File: config.mk
export PLATFORM = sky130hd
export DESIGN_NAME = fws_sequencer
export DESIGN_NICKNAME = d
export VERILOG_FILES = /design/src/fws_strobe_filter.v /design/src/fws_busy_timer.v /design/src/fws_sequencer.v
export VERILOG_INCLUDE_DIRS = /design/src /design/src/common
export SDC_FILE = /design/constraint.sdc
export NUM_CORES = 1
export LEC_CHECK = 0
export ABC_CLOCK_PERIOD_IN_PS = 6800
export BUFFER_PORTS_ARGS = -buffer_cell sky130_fd_sc_hd__buf_2
export CORE_MARGIN = 2
export CORE_UTILIZATION = 60
export CTS_CLUSTER_SIZE = 8
export DETAILED_ROUTE_END_ITERATION = 16
export GPL_TIMING_DRIVEN = 0
export HOLD_SLACK_MARGIN = 0.08
export PLACE_DENSITY = 0.94
export SYNTH_ARGS = -nofsm -noshare
export SYNTH_HDL_FRONTEND = slang
export SYNTH_SLANG_ARGS = --single-unit
File: constraint.sdc
create_clock -name clk -period 6.8 [get_ports clk]
set_input_delay 1.36 -clock clk [delete_from_list [all_inputs] [get_ports clk]]
set_output_delay 1.36 -clock clk [all_outputs]
set_load 0.1 [all_outputs]
File: src/common/fws_regs.vh
// constants for the flash write status and unlock sequencer
`ifndef FWS_REGS_VH
`define FWS_REGS_VH
`define FWS_ADDR_UNLOCK1 16'h5555
`define FWS_ADDR_UNLOCK2 16'h2aaa
`define FWS_DATA_AA 8'haa
`define FWS_DATA_55 8'h55
`define FWS_CMD_PROGRAM 8'ha0
`define FWS_CMD_ERASE 8'h80
`define FWS_CMD_SECTOR 8'h30
`define FWS_CMD_BLOCK 8'h50
`define FWS_CMD_CHIP 8'h10
`define FWS_CMD_ID_ENTRY 8'h90
`define FWS_CMD_ID_EXIT 8'hf0
`define FWS_POLL_BIT 7
`define FWS_TOGGLE_BIT 6
`define FWS_CLK_PERIOD_PS 4000
`define FWS_GLITCH_NS 5
`define FWS_GLITCH_CYCLES ((`FWS_GLITCH_NS*1000+`FWS_CLK_PERIOD_PS-1)/`FWS_CLK_PERIOD_PS)
`define FWS_SETTLE_NS 1000
`define FWS_SETTLE_CYCLES ((`FWS_SETTLE_NS*1000+`FWS_CLK_PERIOD_PS-1)/`FWS_CLK_PERIOD_PS)
`define FWS_PROGRAM_CYCLES 4000
`define FWS_ERASE_CYCLES 8000
`endif

File: src/fws_strobe_filter.v
// write strobe synchroniser with glitch rejection
module fws_strobe_filter #(
  parameter MIN_LOW = 2
)(
  input wire clk,
  input wire rst,
  input wire strobeIn_n,
  output reg strobeRise
);
  reg sync1;
  reg sync2;
  reg [7:0] lowCount;
  reg armed;
  always @(posedge clk)
  begin
    if (rst)
    begin
      sync1 <= 1'b1;
      sync2 <= 1'b1;
      lowCount <= 8'h00;
      armed <= 1'b0;
      strobeRise <= 1'b0;
    end
    else
    begin
      sync1 <= strobeIn_n;
      sync2 <= sync1;
      strobeRise <= 1'b0;
      if (!sync2)
      begin
        if (lowCount != 8'hff)
          lowCount <= lowCount + 8'h01;
        if (lowCount >= MIN_LOW[7:0] - 8'h01)
          armed <= 1'b1;
      end
      else
      begin
        lowCount <= 8'h00;
        armed <= 1'b0;
        strobeRise <= armed;
      end
    end
  end
endmodule

File: src/fws_busy_timer.v
// countdown for the internal program or erase time
module fws_busy_timer #(
  parameter WIDTH = 24
)(
  input wire clk,
  input wire rst,
  input wire start,
  input wire [WIDTH-1:0] load,
  output reg busy,
  output reg done
);
  reg [WIDTH-1:0] count;
  always @(posedge clk)
  begin
    if (rst)
    begin
      count <= {WIDTH{1'b0}};
      busy <= 1'b0;
      done <= 1'b0;
    end
    else
    begin
      done <= 1'b0;
      if (start && !busy)
      begin
        count <= load;
        busy <= 1'b1;
      end
      else if (busy)
      begin
        if (count == {WIDTH{1'b0}} || count == {{(WIDTH-1){1'b0}}, 1'b1})
        begin
          busy <= 1'b0;
          done <= 1'b1;
        end
        else
          count <= count - {{(WIDTH-1){1'b0}}, 1'b1};
      end
    end
  end
endmodule

File: src/fws_sequencer.v
// command decoder and end-of-write status for the flash write path
// Notes on behaviour
// while programming, reads give inverted written bit 7; true value after
// other bits may lag bit 7; host waits 1 us before trusting byte
// during erase bit 7 reads 0, and 1 once erase finishes
// status valid after 4th strobe rise (program) or 6th (erase)
// host polls only at addresses inside the valid memory range
// each read during program or erase flips bit 6
// on completion bit 6 stops flipping and next operation is accepted
// strobe low pulses shorter than 5 ns are rejected as glitches
// output gate low with strobe high inhibits all writes
// program needs AA@5555, 55@2AAA, A0@5555, then location and data
// erase needs AA,55,80,AA,55 then 30 sector or 50 block
// chip erase ends 10@5555 and is accepted only in parallel mode
// id entry AA,55,90; exit by single F0 or three-write F0 alike
// id mode returns maker code at zero, device code at one
// host issues command writes as consecutive cycles
// upper address bits of unlock writes are don't-care in parallel mode
// commands written while busy are ignored
// host rereads twice when a status read seems to conflict
// any mismatching unlock write returns decoder to idle
// while busy reads give status bits whatever the address
`include "fws_regs.vh"
module fws_sequencer #(
  parameter ADDR_WIDTH = 19,
  parameter MAKER_CODE = 8'h5a,  // arbitrary value
  parameter DEVICE_CODE = 8'ha5, // arbitrary value
  parameter PROGRAM_CYCLES = `FWS_PROGRAM_CYCLES,
  parameter ERASE_CYCLES = `FWS_ERASE_CYCLES,
  parameter SETTLE_CYCLES = `FWS_SETTLE_CYCLES
)(
  input wire clk,
  input wire rst,
  input wire parallelProgrammingMode,
  input wire writeStrobe_n,
  input wire outputGate_n,
  input wire readStrobe,
  input wire [ADDR_WIDTH-1:0] address,
  input wire [7:0] writeData,
  input wire [7:0] arrayData,
  output reg [7:0] readData,
  output reg readValid,
  output reg busy,
  output reg dataSettled,
  output reg arrayProgram,
  output reg arrayEraseSector,
  output reg arrayEraseBlock,
  output reg arrayEraseChip,
  output reg [ADDR_WIDTH-1:0] arrayAddress,
  output reg [7:0] arrayWriteData,
  output reg idMode
);
  localparam S_IDLE = 3'd0;
  localparam S_GOT1 = 3'd1;
  localparam S_GOT2 = 3'd2;
  localparam S_PROG = 3'd3;
  localparam S_ERASE3 = 3'd4;
  localparam S_ERASE4 = 3'd5;
  localparam S_ERASE5 = 3'd6;

  // strobe, gate, mode and read pins come from outside: two flops before use
  reg gateSync1;
  reg gateSync2;
  reg modeSync1;
  reg modeSync2;
  reg rdSync1;
  reg rdSync2;
  reg rdPrev;
  reg [2:0] state;
  reg [2:0] next_state;
  reg eraseKind;
  reg [7:0] latchedData;
  reg toggle;
  reg [15:0] settleCount;
  reg startProgram;
  reg startErase;
  reg startSector;
  reg startBlock;
  reg startChip;
  reg next_idMode;
  wire strobeRise;
  wire timerBusy;
  wire timerDone;
  wire writeTaken;
  wire [15:0] lowAddr;
  wire readEdge;
  wire [23:0] loadValue;

  fws_strobe_filter #(
    .MIN_LOW(`FWS_GLITCH_CYCLES)
  ) uFilter (
    .clk(clk),
    .rst(rst),
    .strobeIn_n(writeStrobe_n),
    .strobeRise(strobeRise)
  );

  assign loadValue = startProgram ? PROGRAM_CYCLES[23:0] : ERASE_CYCLES[23:0];

  fws_busy_timer #(
    .WIDTH(24)
  ) uTimer (
    .clk(clk),
    .rst(rst),
    .start(startProgram | startErase),
    .load(loadValue),
    .busy(timerBusy),
    .done(timerDone)
  );

  // only the low sixteen address bits take part in decoding
  assign lowAddr = address[15:0];
  // a rising strobe seen while the gate is low is not a write
  assign writeTaken = strobeRise && gateSync2;
  assign readEdge = rdSync2 && !rdPrev;

  always @(posedge clk)
  begin
    if (rst)
    begin
      gateSync1 <= 1'b1;
      gateSync2 <= 1'b1;
      modeSync1 <= 1'b0;
      modeSync2 <= 1'b0;
      rdSync1 <= 1'b0;
      rdSync2 <= 1'b0;
      rdPrev <= 1'b0;
    end
    else
    begin
      gateSync1 <= outputGate_n;
      gateSync2 <= gateSync1;
      modeSync1 <= parallelProgrammingMode;
      modeSync2 <= modeSync1;
      rdSync1 <= readStrobe;
      rdSync2 <= rdSync1;
      rdPrev <= rdSync2;
    end
  end

  always @*
  begin
    next_state = state;
    next_idMode = idMode;
    startProgram = 1'b0;
    startErase = 1'b0;
    startSector = 1'b0;
    startBlock = 1'b0;
    startChip = 1'b0;
    if (writeTaken && !timerBusy && !busy)
    begin
      next_state = S_IDLE;
      case (state)
        S_IDLE:
        begin
          if (lowAddr == `FWS_ADDR_UNLOCK1 && writeData == `FWS_DATA_AA)
            next_state = S_GOT1;
          else if (writeData == `FWS_CMD_ID_EXIT)
            next_idMode = 1'b0;
        end
        S_GOT1:
        begin
          if (lowAddr == `FWS_ADDR_UNLOCK2 && writeData == `FWS_DATA_55)
            next_state = S_GOT2;
        end
        S_GOT2:
        begin
          if (lowAddr == `FWS_ADDR_UNLOCK1)
          begin
            case (writeData)
              `FWS_CMD_PROGRAM: next_state = S_PROG;
              `FWS_CMD_ERASE: next_state = S_ERASE3;
              `FWS_CMD_ID_ENTRY: next_idMode = 1'b1;
              `FWS_CMD_ID_EXIT: next_idMode = 1'b0;
              default: next_state = S_IDLE;
            endcase
          end
        end
        S_PROG:
          startProgram = 1'b1;
        S_ERASE3:
        begin
          if (lowAddr == `FWS_ADDR_UNLOCK1 && writeData == `FWS_DATA_AA)
            next_state = S_ERASE4;
        end
        S_ERASE4:
        begin
          if (lowAddr == `FWS_ADDR_UNLOCK2 && writeData == `FWS_DATA_55)
            next_state = S_ERASE5;
        end
        S_ERASE5:
        begin
          if (writeData == `FWS_CMD_SECTOR)
            startSector = 1'b1;
          else if (writeData == `FWS_CMD_BLOCK)
            startBlock = 1'b1;
          else if (writeData == `FWS_CMD_CHIP &&
                   lowAddr == `FWS_ADDR_UNLOCK1 && modeSync2)
            startChip = 1'b1;
          startErase = startSector | startBlock | startChip;
        end
        default:
          next_state = S_IDLE;
      endcase
    end
  end

  always @(posedge clk)
  begin
    if (rst)
    begin
      state <= S_IDLE;
      idMode <= 1'b0;
      eraseKind <= 1'b0;
      latchedData <= 8'h00;
      busy <= 1'b0;
      arrayProgram <= 1'b0;
      arrayEraseSector <= 1'b0;
      arrayEraseBlock <= 1'b0;
      arrayEraseChip <= 1'b0;
      arrayAddress <= {ADDR_WIDTH{1'b0}};
      arrayWriteData <= 8'h00;
    end
    else
    begin
      state <= next_state;
      idMode <= next_idMode;
      arrayProgram <= startProgram;
      arrayEraseSector <= startSector;
      arrayEraseBlock <= startBlock;
      arrayEraseChip <= startChip;
      // status reporting begins right after the final strobe rise
      busy <= (startProgram | startErase) | (timerBusy & !timerDone);
      if (startProgram | startErase)
      begin
        eraseKind <= startErase;
        latchedData <= writeData;
        arrayAddress <= address;
        arrayWriteData <= writeData;
      end
    end
  end

  // flag that tells the host the whole byte is trustworthy again
  always @(posedge clk)
  begin
    if (rst)
    begin
      settleCount <= 16'h0000;
      dataSettled <= 1'b1;
    end
    else if (startProgram | startErase)
    begin
      settleCount <= 16'h0000;
      dataSettled <= 1'b0;
    end
    else if (!busy && !dataSettled)
    begin
      if (settleCount >= SETTLE_CYCLES[15:0] - 16'h0001)
        dataSettled <= 1'b1;
      else
        settleCount <= settleCount + 16'h0001;
    end
  end

  // read path; status bits come out whatever the address while busy
  always @(posedge clk)
  begin
    if (rst)
    begin
      readData <= 8'h00;
      readValid <= 1'b0;
      toggle <= 1'b0;
    end
    else
    begin
      readValid <= readEdge;
      if (readEdge)
      begin
        if (busy)
        begin
          toggle <= ~toggle;
          readData <= arrayData;
          readData[`FWS_TOGGLE_BIT] <= toggle;
          if (eraseKind)
            readData[`FWS_POLL_BIT] <= 1'b0;
          else
            readData[`FWS_POLL_BIT] <= ~latchedData[`FWS_POLL_BIT];
        end
        else if (idMode)
        begin
          // addresses other than the two codes read as zero
          if (address == {ADDR_WIDTH{1'b0}})
            readData <= MAKER_CODE;
          else if (address == {{(ADDR_WIDTH-1){1'b0}}, 1'b1})
            readData <= DEVICE_CODE;
          else
            readData <= 8'h00;
        end
        else
          readData <= arrayData;
      end
    end
  end
endmodule

# Word-level counts from Yosys, hierarchy flattened
# Cells that the tools add are included.
totals:
  reg_bits: 109
  output_inout_bits: 43
  word_cells: 149
classes:
  addsub: 3
  order_cmp: 2
  eq_ne: 25
  muxes: 44
  n_bitwise: 12
  reduce_logical: 33
op_table:
  columns: ["op", "count"]
  rows:
  - ["$mux 24", 3]
  - ["$eq 8x8->1 const B", 5]
  - ["$mux 8", 4]
  - ["$mux 1", 28]
  - ["$eq 24x1->1 const B", 1]
  - ["$logic_not 24->1", 1]
  - ["$sub 24x1->24 const B", 1]
  - ["$eq 19x1->1 const B", 1]
  - ["$logic_not 19->1", 1]
  - ["$add 16x1->16 const B", 1]
  - ["$eq 16x14->1 const B", 1]
  - ["$eq 16x15->1 const B", 1]
  - ["$eq 8x7->1 const B", 2]
  - ["$ge 16x8->1 const B", 1]
  - ["$pmux 3 s5", 1]
  - ["$mux 13", 1]
  - ["$logic_and 1x1->1", 10]
  - ["$eq 3x3->1 const B", 3]
  - ["$mux 3", 3]
  - ["$add 8x1->8 const B", 1]
  - ["$eq 8x5->1 const B", 1]
  - ["$eq 8x6->1 const B", 1]
  - ["$ge 8x1->1 const B", 1]
  - ["$ne 8x8->1 const B", 1]
  - ["other kinds (19)", 45]

# Longest topological paths before layout
# Gate-level depths: netlist of run 1.
depth:
  word_depth: 15
  mapped_depth: 9
  depth_no_buf: 7

# Modules after synthesis
# Synthesis of run 1 repeated with hierarchy kept, for this count alone.
unflattened:
  cells_unflattened: 575
  area_unflattened_um2: 5321.4
modules_own_cells:
  columns: ["module", "instances", "cells_per_inst", "area_per_inst_um2"]
  rows:
  - ["fws_sequencer", 1, 339, 3218.1]
  - ["fws_busy_timer", 1, 177, 1556.5]
  - ["fws_strobe_filter", 1, 59, 546.8]

# Worst setup path after synthesis of run 1
# OpenSTA, ideal clock, no wires.
synth_timing:
  kind: "input-to-reg"
  from: "input address[5]"
  to: "register arrayAddress[0]"
  setup_time_ns: 0.132
  arrival_time_ns: 3.107
  required_time_ns: 6.668
  setup_slack_ns: 3.561
  path_stages: 7
  n_path_buf: 2
  cell_sequence: "or3_4 or4_4 or3_1 buf_6 buf_2 nand3_1 a21oi_1"
synth_between:
  elab_chain_len: 12
synth_rtl:
  columns: ["element", "line", "rtl"]
  rows:
  - ["from (decl)", "fws_sequencer.v:38", "input wire [ADDR_WIDTH-1:0] address,"]
  - ["$eq 16x15->1 (no line)", null, null]
  - ["$logic_and 1x1->1 (no line)", null, null]
  - ["$logic_and 1x1->1", "fws_sequencer.v:197", "else if (writeData == `FWS_CMD_CHIP &&"]
  - ["$mux 1", "fws_sequencer.v:197", null]
  - ["$mux 1", "fws_sequencer.v:195", "else if (writeData == `FWS_CMD_BLOCK)"]
  - ["$mux 1", "fws_sequencer.v:193", "if (writeData == `FWS_CMD_SECTOR)"]
  - ["$mux 1", "fws_sequencer.v:153", "case (state)"]
  - ["$mux 1", "fws_sequencer.v:150", "if (writeTaken && !timerBusy && !busy)"]
  - ["$or 1x1->1", "fws_sequencer.v:200", "startErase = startSector | startBlock | startChip;"]
  - ["$mux 1", "fws_sequencer.v:153", null]
  - ["$mux 1", "fws_sequencer.v:150", null]
  - ["$or 1x1->1", "fws_sequencer.v:234", "if (startProgram | startErase)"]
  - ["to (signal assigned)", "fws_sequencer.v:221", "arrayAddress <= {ADDR_WIDTH{1'b0}};"]
  - ["to (signal assigned)", "fws_sequencer.v:238", "arrayAddress <= address;"]
  - ["to (decl)", "fws_sequencer.v:49", "output reg [ADDR_WIDTH-1:0] arrayAddress,"]
# No other way between the ends. The select of a mux whose other input is x is not followed.
# A chain may end at the register's enable or synchronous reset.

# Final worst setup path of run 1
layout_timing:
  from: "input writeData[0]"
  to: "register settleCount[11]"
layout_between:
  elab_chain_len: 13
  elab_cells_between_ends: 23
layout_rtl:
  columns: ["element", "line", "rtl"]
  rows:
  - ["from (decl)", "fws_sequencer.v:39", "input wire [7:0] writeData,"]
  - ["$eq 8x5->1 (no line)", null, null]
  - ["$logic_and 1x1->1 (no line)", null, null]
  - ["$logic_and 1x1->1", "fws_sequencer.v:197", null]
  - ["$mux 1", "fws_sequencer.v:197", null]
  - ["$mux 1", "fws_sequencer.v:195", null]
  - ["$mux 1", "fws_sequencer.v:193", null]
  - ["$mux 1", "fws_sequencer.v:153", null]
  - ["$mux 1", "fws_sequencer.v:150", null]
  - ["$or 1x1->1 (*)", "fws_sequencer.v:200", null]
  - ["$mux 1 (*)", "fws_sequencer.v:153", null]
  - ["$mux 1 (*)", "fws_sequencer.v:150", null]
  - ["$or 1x1->1 (*)", "fws_sequencer.v:252", "else if (startProgram | startErase)"]
  - ["$reduce_or 2->1 (no line) (*)", null, null]
  - ["to (signal assigned)", "fws_sequencer.v:262", "settleCount <= settleCount + 16'h0001;"]
  - ["to (decl)", "fws_sequencer.v:74", "reg [15:0] settleCount;"]
# Mark *: on every way between the ends. The rest lies on a longest branch, timed or not. The select of a mux whose other input is x is not followed.

==> impl_metrics.toml, run 1 <==
[die]
initial_utilization = 0.628
dieArea_mm2 = 0.00891
die_h_um = 94.4
die_w_um = 94.4
row_count = 32
io_pins = 84
coreArea_mm2 = 0.00781

[final_layout]
postLayoutCellArea_mm2 = 0.00559
final.fill_count = 622
area_delta_synth_final_pct = 14.0
drive_gt1_frac = 0.185
diodes = 0
nets = 711
fin_util = 0.716

[sta]
period_minus_slack_ns = 3.27
finalMaxSlewViolations = 0
slew-limit-headroom = 0.310
skew_ns = 0.0120
worst_pin_slew_ns = 1.03
final.period_utilization = 0.482
setup_tns_ns = 0
finalSetupViolCount = 0
hold_viol = 0
rsz0062_at_grt = "false"
fmax_ghz = 0.305

[synth]
synthArstFlopShare = 0
synth.top_cell.area_share = 0.445
yosysMostFrequentCell = "dfxtp_1"
synth-edff-count = 0
ys_seq_area_frac = 0.445
synth_area_mm2 = 0.00490
synth_top_cell_by_area = "dfxtp_1"
synth.distinct_cells = 58
synthCells = 571
syn_nets = 620
netlist_top_cells_area = "dfxtp_1, a21oi_1, nand3_1, o21ai_0, nor2_1"
synth_ff_type = "dfxtp_1"
yosysWarnings = 0
syn_avg_cell_area_um2 = 8.59
synth_common_cells = "dfxtp_1, a21oi_1, nand3_1"
synth_seq_cells = 109

[grt]
grt_use_total = 0.314
grt_pass1_wl_um = 22100
grt-ovfl-total = 0
antenna_found_initial = 0
grt_max_degree = 17
grt_pass1_vias = 4555

[pwr]
powerDensity_mw_per_mm2 = 191
peakVddDrop_uv = 191
p_leak_uw = 0.00221

[placed_design]
place_hpwl_um = 9610
port_buffers = 80
routabilityCongestion = 0.971
dpl-instance-area_mm2 = 0.00543

[route]
avgViaCountPerCell = 6.46
drc = 0
drt_iter0_markers = 550
drt-total-wl_um = 13200
final_antenna_net_count = 0
wl_per_cell_um = 17.2
drt-pass1-iter-count = 5
routed-via-count = 4959

[clock_network]
cts_made_buffers = 9
cts.sinks = 109
ctsRootBufferMaster = "clkbuf_8"
postCtsSetupBuffers = 0
h-tree-depth = 3
cts_tree = "built"
insertion_delay_ns = 0.39
cts_buffer_depth = 2
holdBufCountCts = 0
path_clk_slew_ns = 0.10
postCtsResizedCells = 0

[hold_path]
hold_start = "uFilter.sync1"
min_path_cells = 1
hp-class = "reg2reg"

[critical_path]
slowest_stage = "nor4_1"
cp_max_fo = 10
end_kind = "flip-flop"
max_stage_delay_ns = 0.70
critical_path_class = "in2reg"
worstPathRequired_ns = 7.08
crit_cells = 7
crit_chain = "buf_2, nor4_1, a41o_1, and3_1, clkbuf_1, nor3_1, and2_1"
r2r_start = "uTimer.count[13]"
r2r_cells = 7
startpoint = "writeData[0]"
critical_path.top_delay_family = "simple AND/OR/NAND/NOR gates"
startpoint_type = "input port"
path_buf_inv = 2
crit_arrival_ns = 3.55

[job]
max_cap_viol_count = 0

[status]
outcome = "finished clean"
==> worst paths after layout <==
kind                           end  slack (ns)
setup / recovery   settleCount[11]        3.53
hold / removal       uFilter.sync2        0.42
setup reg to reg  uTimer.count[21]        4.13
hold reg to reg      uFilter.sync2        0.42
==> through the flow <==
stage / instances / total power (uW) / setup slack, ns / hold WS, ns
floorplan: 571 / 703 / 3.56 / 0.389
global placement: 753 / 728 / 3.27 / 0.391
detailed placement: 753 / 730 / 3.17 / 0.393
CTS: 768 / 1070 / 3.58 / 0.416
global route: 768 / 1100 / 3.33 / 0.432
finish: 768 / 1070 / 3.53 / 0.415
==> cells by family after synthesis <==
kind of cell             count (synthesis)  synth area share
AND/OR/NAND/NOR                        242             0.281
AO/OA/AOI/OAI                          156             0.191
flip-flops                             109             0.445
buffers and inverters                   46            0.0452
XOR/XNOR                                10            0.0179
adder cells (fa/ha/maj)                  8            0.0204
==> registers in the layout, indices dropped and copies added, names as in the netlist, 3 cells and up <==
register and count:
uTimer.count 24, latchedData 8, arrayAddress 19, settleCount 16, state 3, readData 8
uFilter.lowCount 8
==> power breakdown <==
part           switching [uW]  internal [uW]  total (uW)
logic                    51.8           19.9        71.6
registers                2.50            643         646
clock network             219            133         352
==> cell usage in the layout (no fill, tap or decap), drive strengths merged, types with 7 or more instances in the layout <==
master	count
dfxtp	109
clkbuf	32
nor3	13
a21oi	57
or3	8
nor2	40
a31oi	8
nor2b	14
or2	11
ha	8
nand3	47
or4	12
inv	13
xor2	7
o31ai	8
and2	8
and3	8
o21ai	46
nor4	19
nand4	18
nand2	22
buf	93
==> final cells by class <==
cell class              count  area (um2)  area share
multi-input cells         416        2500       0.447
flip-flops and latches    109        2180       0.390
repair buffers             80         400      0.0716
plain buffers              33         173      0.0309
clock buffers              12         135      0.0242
well taps                 102         128      0.0228
inverters                  13        48.8     0.00873
clock inverters             3        23.8     0.00425
==> per-layer routing <==
metal  track usage  vias up  routed length (um)
met5             0        -                   0
met4         0.107        0                 216
met3        0.0615       23                1170
met2         0.513      278                6220
met1         0.417     2358                5630
li1              -     2300                   -
Note: power is estimated with default switching activity, not from simulation.
==> run 2, diff against run 1 <==
ABC_CLOCK_PERIOD_IN_PS = 3200   (was 6800)
CORE_UTILIZATION = 56   (was 60)
PLACE_DENSITY = 0.89   (was 0.94)
clock period = 3.2 ns   (was 6.8 ns; I/O delays follow)
==> run 2 against run 1 <==
Net effect: first-iteration DRC count shrank 28%; non-clock buffer count is the same; count of clock-buffer cells in the layout decreased by 3; routed wire length is 0.26% lower; global-route usage decreased by 4.1 points; register-to-register slack worse by 3.7 ns; largest cell class unchanged; largest power group unchanged.
==> impl_metrics.toml, run 2 (synthesized netlist as in run 1, its figures left out) <==
[die]
dieArea_mm2 = 0.00952
die_w_um = 97.6
io_pins = 84
initial_utilization = 0.570
coreArea_mm2 = 0.00859
row_count = 34
die_h_um = 97.6

[critical_path]
slowest_stage = "nor4_1"
r2r_cells = 7
r2r_start = "uTimer.count[13]"
max_stage_delay_ns = 0.65
critical_path_class = "reg2reg"
critical_path.top_delay_family = "simple AND/OR/NAND/NOR gates"
cp_max_fo = 10
startpoint_type = "flip-flop"
startpoint = "uTimer.count[13]"
path_buf_inv = 2
crit_cells = 7
end_kind = "flip-flop"
crit_chain = "nor4_1, nand4_1, o21ai_1, buf_2, buf_4, nand3_1, o31ai_1"
worstPathRequired_ns = 3.50
crit_arrival_ns = 3.04

[route]
drc = 0
avgViaCountPerCell = 6.30
final_antenna_net_count = 0
drt-pass1-iter-count = 13
drt_iter0_markers = 397
wl_per_cell_um = 17.0
routed-via-count = 4885
drt-total-wl_um = 13200

[final_layout]
mostFrequentLayoutCell = "dfxtp_1"
drive_gt1_frac = 0.190
area_delta_synth_final_pct = 15.5
fin_util = 0.659
nets = 711
top_register = "uTimer.count"
mostFrequentLayoutCells = "dfxtp_1, buf_2, a21oi_1"
diodes = 0
largestRegisters = "uTimer.count: 24 flops, arrayAddress: 19 flops, settleCount: 16 flops"
final.fill_count = 716
largest_reg_flops = 24

[sta]
slew-limit-headroom = 0.319
worst_hold_slack_ns = 0.425
fmax_ghz = 0.365
finalMaxSlewViolations = 0
skew_ns = 0.0123
setup_tns_ns = 0
worst_pin_slew_ns = 1.01
rsz0062_at_grt = "false"
final.period_utilization = 0.855
hold_viol = 0
period_minus_slack_ns = 2.74
finalSetupViolCount = 0

[hold_path]
min_path_cells = 1
hp-class = "reg2reg"
hold_start = "gateSync1"

[grt]
grt_use_total = 0.273
grt-ovfl-total = 0
antenna_found_initial = 0
grt_pass1_wl_um = 21500
grt_max_degree = 22
grt_pass1_vias = 4647

[status]
outcome = "finished clean"

[pwr]
peakVddDrop_uv = 297
powerDensity_mw_per_mm2 = 431
p_leak_uw = 0.00226

[placed_design]
place_hpwl_um = 9590
routabilityCongestion = 0.882
port_buffers = 80

[clock_network]
postCtsResizedCells = 0
path_clk_slew_ns = 0.11
holdBufCountCts = 0
cts_tree = "built"
h-tree-depth = 3
cts_made_buffers = 9
insertion_delay_ns = 0.39
cts_buffer_depth = 2
cts.sinks = 109
ctsRootBufferMaster = "clkbuf_8"
postCtsSetupBuffers = 0

[job]
max_cap_viol_count = 0
==> run 2: cell types whose count changed in the layout (fill, tap and decap cells not counted), sizes merged <==
cell      change
clkinv        +1
clkinvlp      -2
clkbuf        -3
bufinv        +1
inv           +4
==> run 2: routing by layer <==
| metal | vias up | GRT usage | wire (um) |
|---|---|---|---|
| met4 | 0 | 0.144 | 519 |
| met5 | - | 0 | 0 |
| met1 | 2285 | 0.334 | 5310 |
| met2 | 251 | 0.451 | 6440 |
| li1 | 2294 | - | - |
| met3 | 55 | 0.0561 | 928 |
==> run 2: worst paths after layout <==
check                     to  slack, ns
max reg2reg  uTimer.count[0]       0.46
min reg2reg        gateSync2       0.43
min                gateSync2       0.43
max          uTimer.count[0]       0.46
==> run 2: metrics by stage <==
step	cell area [um2]	setup WS, ns	total power, uW	cells
final	5660	0.463	2440	775
after global routing	5660	0.256	2510	775
after CTS	5660	0.550	2440	775
after detailed placement	5440	0.333	1550	759
after global placement	5440	0.357	1550	759
after floorplan	4900	0.652	1490	571
==> run 2: where the power goes <==
group / internal [uW] / total (uW) / switching [uW] / leakage [uW]
Combinational: 42.2 / 151 / 109 / 0.00126
Clock: 392 / 917 / 526 / 0.000114
Sequential: 1370 / 1370 / 5.24 / 0.000881
==> run 2: area by class of cell <==
cell class | instances | area [um2] | share of cell area
well taps | 108 | 135 | 0.0239
flip-flops and latches | 109 | 2180 | 0.385
clock buffers | 9 | 124 | 0.0219
plain buffers | 33 | 173 | 0.0305
repair buffers | 80 | 400 | 0.0707
multi-input cells | 416 | 2500 | 0.441
clock inverters | 7 | 103 | 0.0181
inverters | 13 | 48.8 | 0.00861
==> run 2: worst register-to-register path, cell delays in order, from the launching register on <==
cell and delay, ns:
dfxtp_1 0.36, nor4_1 0.65, nand4_1 0.34, o21ai_1 0.34, buf_2 0.31, buf_4 0.23
nand3_1 0.17, o31ai_1 0.25
==> run 3, diff against run 2 <==
PLACE_DENSITY = default   (was 0.89)
PLACE_DENSITY_LB_ADDON = 0.05   (was default)
SETUP_SLACK_MARGIN = 0.1   (was default)
==> run 3 against run 2 <==
Net effect: total power shrank 3.8%; count of clock-buffer cells in the layout is the same; largest cell class unchanged; maximum frequency grew 3.3%.
==> impl_metrics.toml, run 3 (synthesized netlist as in run 1, its figures left out) <==
[status]
outcome = "finished clean"

[grt]
grt_max_degree = 22
grt_pass1_vias = 4530
grt_use_total = 0.276
grt-ovfl-total = 0
grt_pass1_wl_um = 21600
antenna_found_initial = 0

[die]
io_pins = 84
row_count = 34
dieArea_mm2 = 0.00952
coreArea_mm2 = 0.00859
die_w_um = 97.6
initial_utilization = 0.570
die_h_um = 97.6

[critical_path]
critical_path_class = "reg2reg"
crit_arrival_ns = 2.95
startpoint_type = "flip-flop"
timing.rr.end = "uTimer.count[21]"
end_kind = "flip-flop"
cp_max_fo = 10
rrSetupSlack_ns = 0.55
worstPathRequired_ns = 3.50
r2r_start = "uTimer.count[2]"
r2r_cells = 7

[sta]
skew_ns = 0.0210
slew-limit-headroom = 0.276
worst_pin_slew_ns = 1.08
setup_tns_ns = 0
period_minus_slack_ns = 2.65
rsz0062_at_grt = "false"
finalMaxSlewViolations = 0
finalSetupViolCount = 0
final.period_utilization = 0.828
hold_viol = 0
fmax_ghz = 0.377

[route]
top_layer = "met4"
dr_wl_met2_um = 6070
drt_iter0_markers = 324
final_antenna_net_count = 0
drc = 0
drt-pass1-iter-count = 5
wl_per_cell_um = 16.7
drt-total-wl_um = 12900
dr_wl_met3_um = 824
avgViaCountPerCell = 6.16
routed-via-count = 4777
met1Wirelength_um = 5650

[hold_path]
hp-class = "reg2reg"
min_to = "gateSync2"
hold_start = "gateSync1"
min_path_cells = 1

[placed_design]
port_buffers = 80
routabilityCongestion = 0.956
place_hpwl_um = 9320

[pwr]
p_leak_uw = 0.00224
peakVddDrop_uv = 311
powerDensity_mw_per_mm2 = 416
power.total_uw = 2350

[final_layout]
largest_reg_flops = 24
nets = 711
top_register = "uTimer.count"
largestRegisters = "uTimer.count: 24 flops, arrayAddress: 19 flops, settleCount: 16 flops"
area_delta_synth_final_pct = 15.1
mostFrequentLayoutCells = "dfxtp_1, buf_2, a21oi_1"
diodes = 0
mostFrequentLayoutCell = "dfxtp_1"
drive_gt1_frac = 0.190

[clock_network]
cts_made_buffers = 9
path_clk_slew_ns = 0.11
cts.sinks = 109
postCtsResizedCells = 0
ctsRootBufferMaster = "clkbuf_8"
holdBufCountCts = 0
cts_buffer_depth = 2
cts_tree = "built"
h-tree-depth = 3
insertion_delay_ns = 0.39
postCtsSetupBuffers = 0

[job]
max_cap_viol_count = 0
==> run 3: final cells by class <==
| cell class | count | area, um2 |
|---|---|---|
| sequential | 109 | 2180 |
| buffer | 33 | 173 |
| fill | 795 | 2950 |
| clock buffer | 9 | 124 |
| tap | 108 | 135 |
| timing repair buffer | 80 | 400 |
| multi-input combinational | 416 | 2500 |
| inverter | 13 | 48.8 |
| clock inverter | 7 | 78.8 |
==> run 3: power by group <==
group	switching, uW	internal (uW)
registers	4.90	1370
clock network	518	308
logic	108	42.2
total	630	1720
==> run 3: metrics by stage <==
step / instance area, um2 / setup slack (ns) / hold slack [ns] / cells / utilization
detailed placement: 5440 / 0.389 / 0.406 / 759 / 0.633
finish: 5640 / 0.550 / 0.437 / 775 / 0.656
global placement: 5440 / 0.385 / 0.399 / 759 / 0.633
floorplan: 4900 / 0.652 / 0.389 / 571 / -
CTS: 5640 / 0.622 / 0.429 / 775 / 0.656
global route: 5640 / 0.277 / 0.424 / 775 / 0.656
==> run 3: worst max-delay path, cell delays in order (launching register included) <==
cell and delay [ns]:
dfxtp_1 0.39, nor4_1 0.75, nand4_1 0.26, o21ai_1 0.28, buf_2 0.28, buf_4 0.23, nand3_1 0.16, a211oi_1 0.23
==> run 3: how the worst max path moves through the flow <==
stage | start | end
after global routing | uTimer.count[13] | uTimer.count[0]
final | uTimer.count[2] | uTimer.count[21]
after detailed placement | writeData[0] | settleCount[12]
after floorplan | busy | settleCount[10]
after global placement | writeData[0] | settleCount[15]
after CTS | uTimer.count[2] | uTimer.count[0]
==> run 3: layer usage <==
layer,vias to the layer above,GRT usage
li1,2292,-
met1,2270,0.367
met2,183,0.440
met3,32,0.0525
met4,0,0.115
met5,-,0
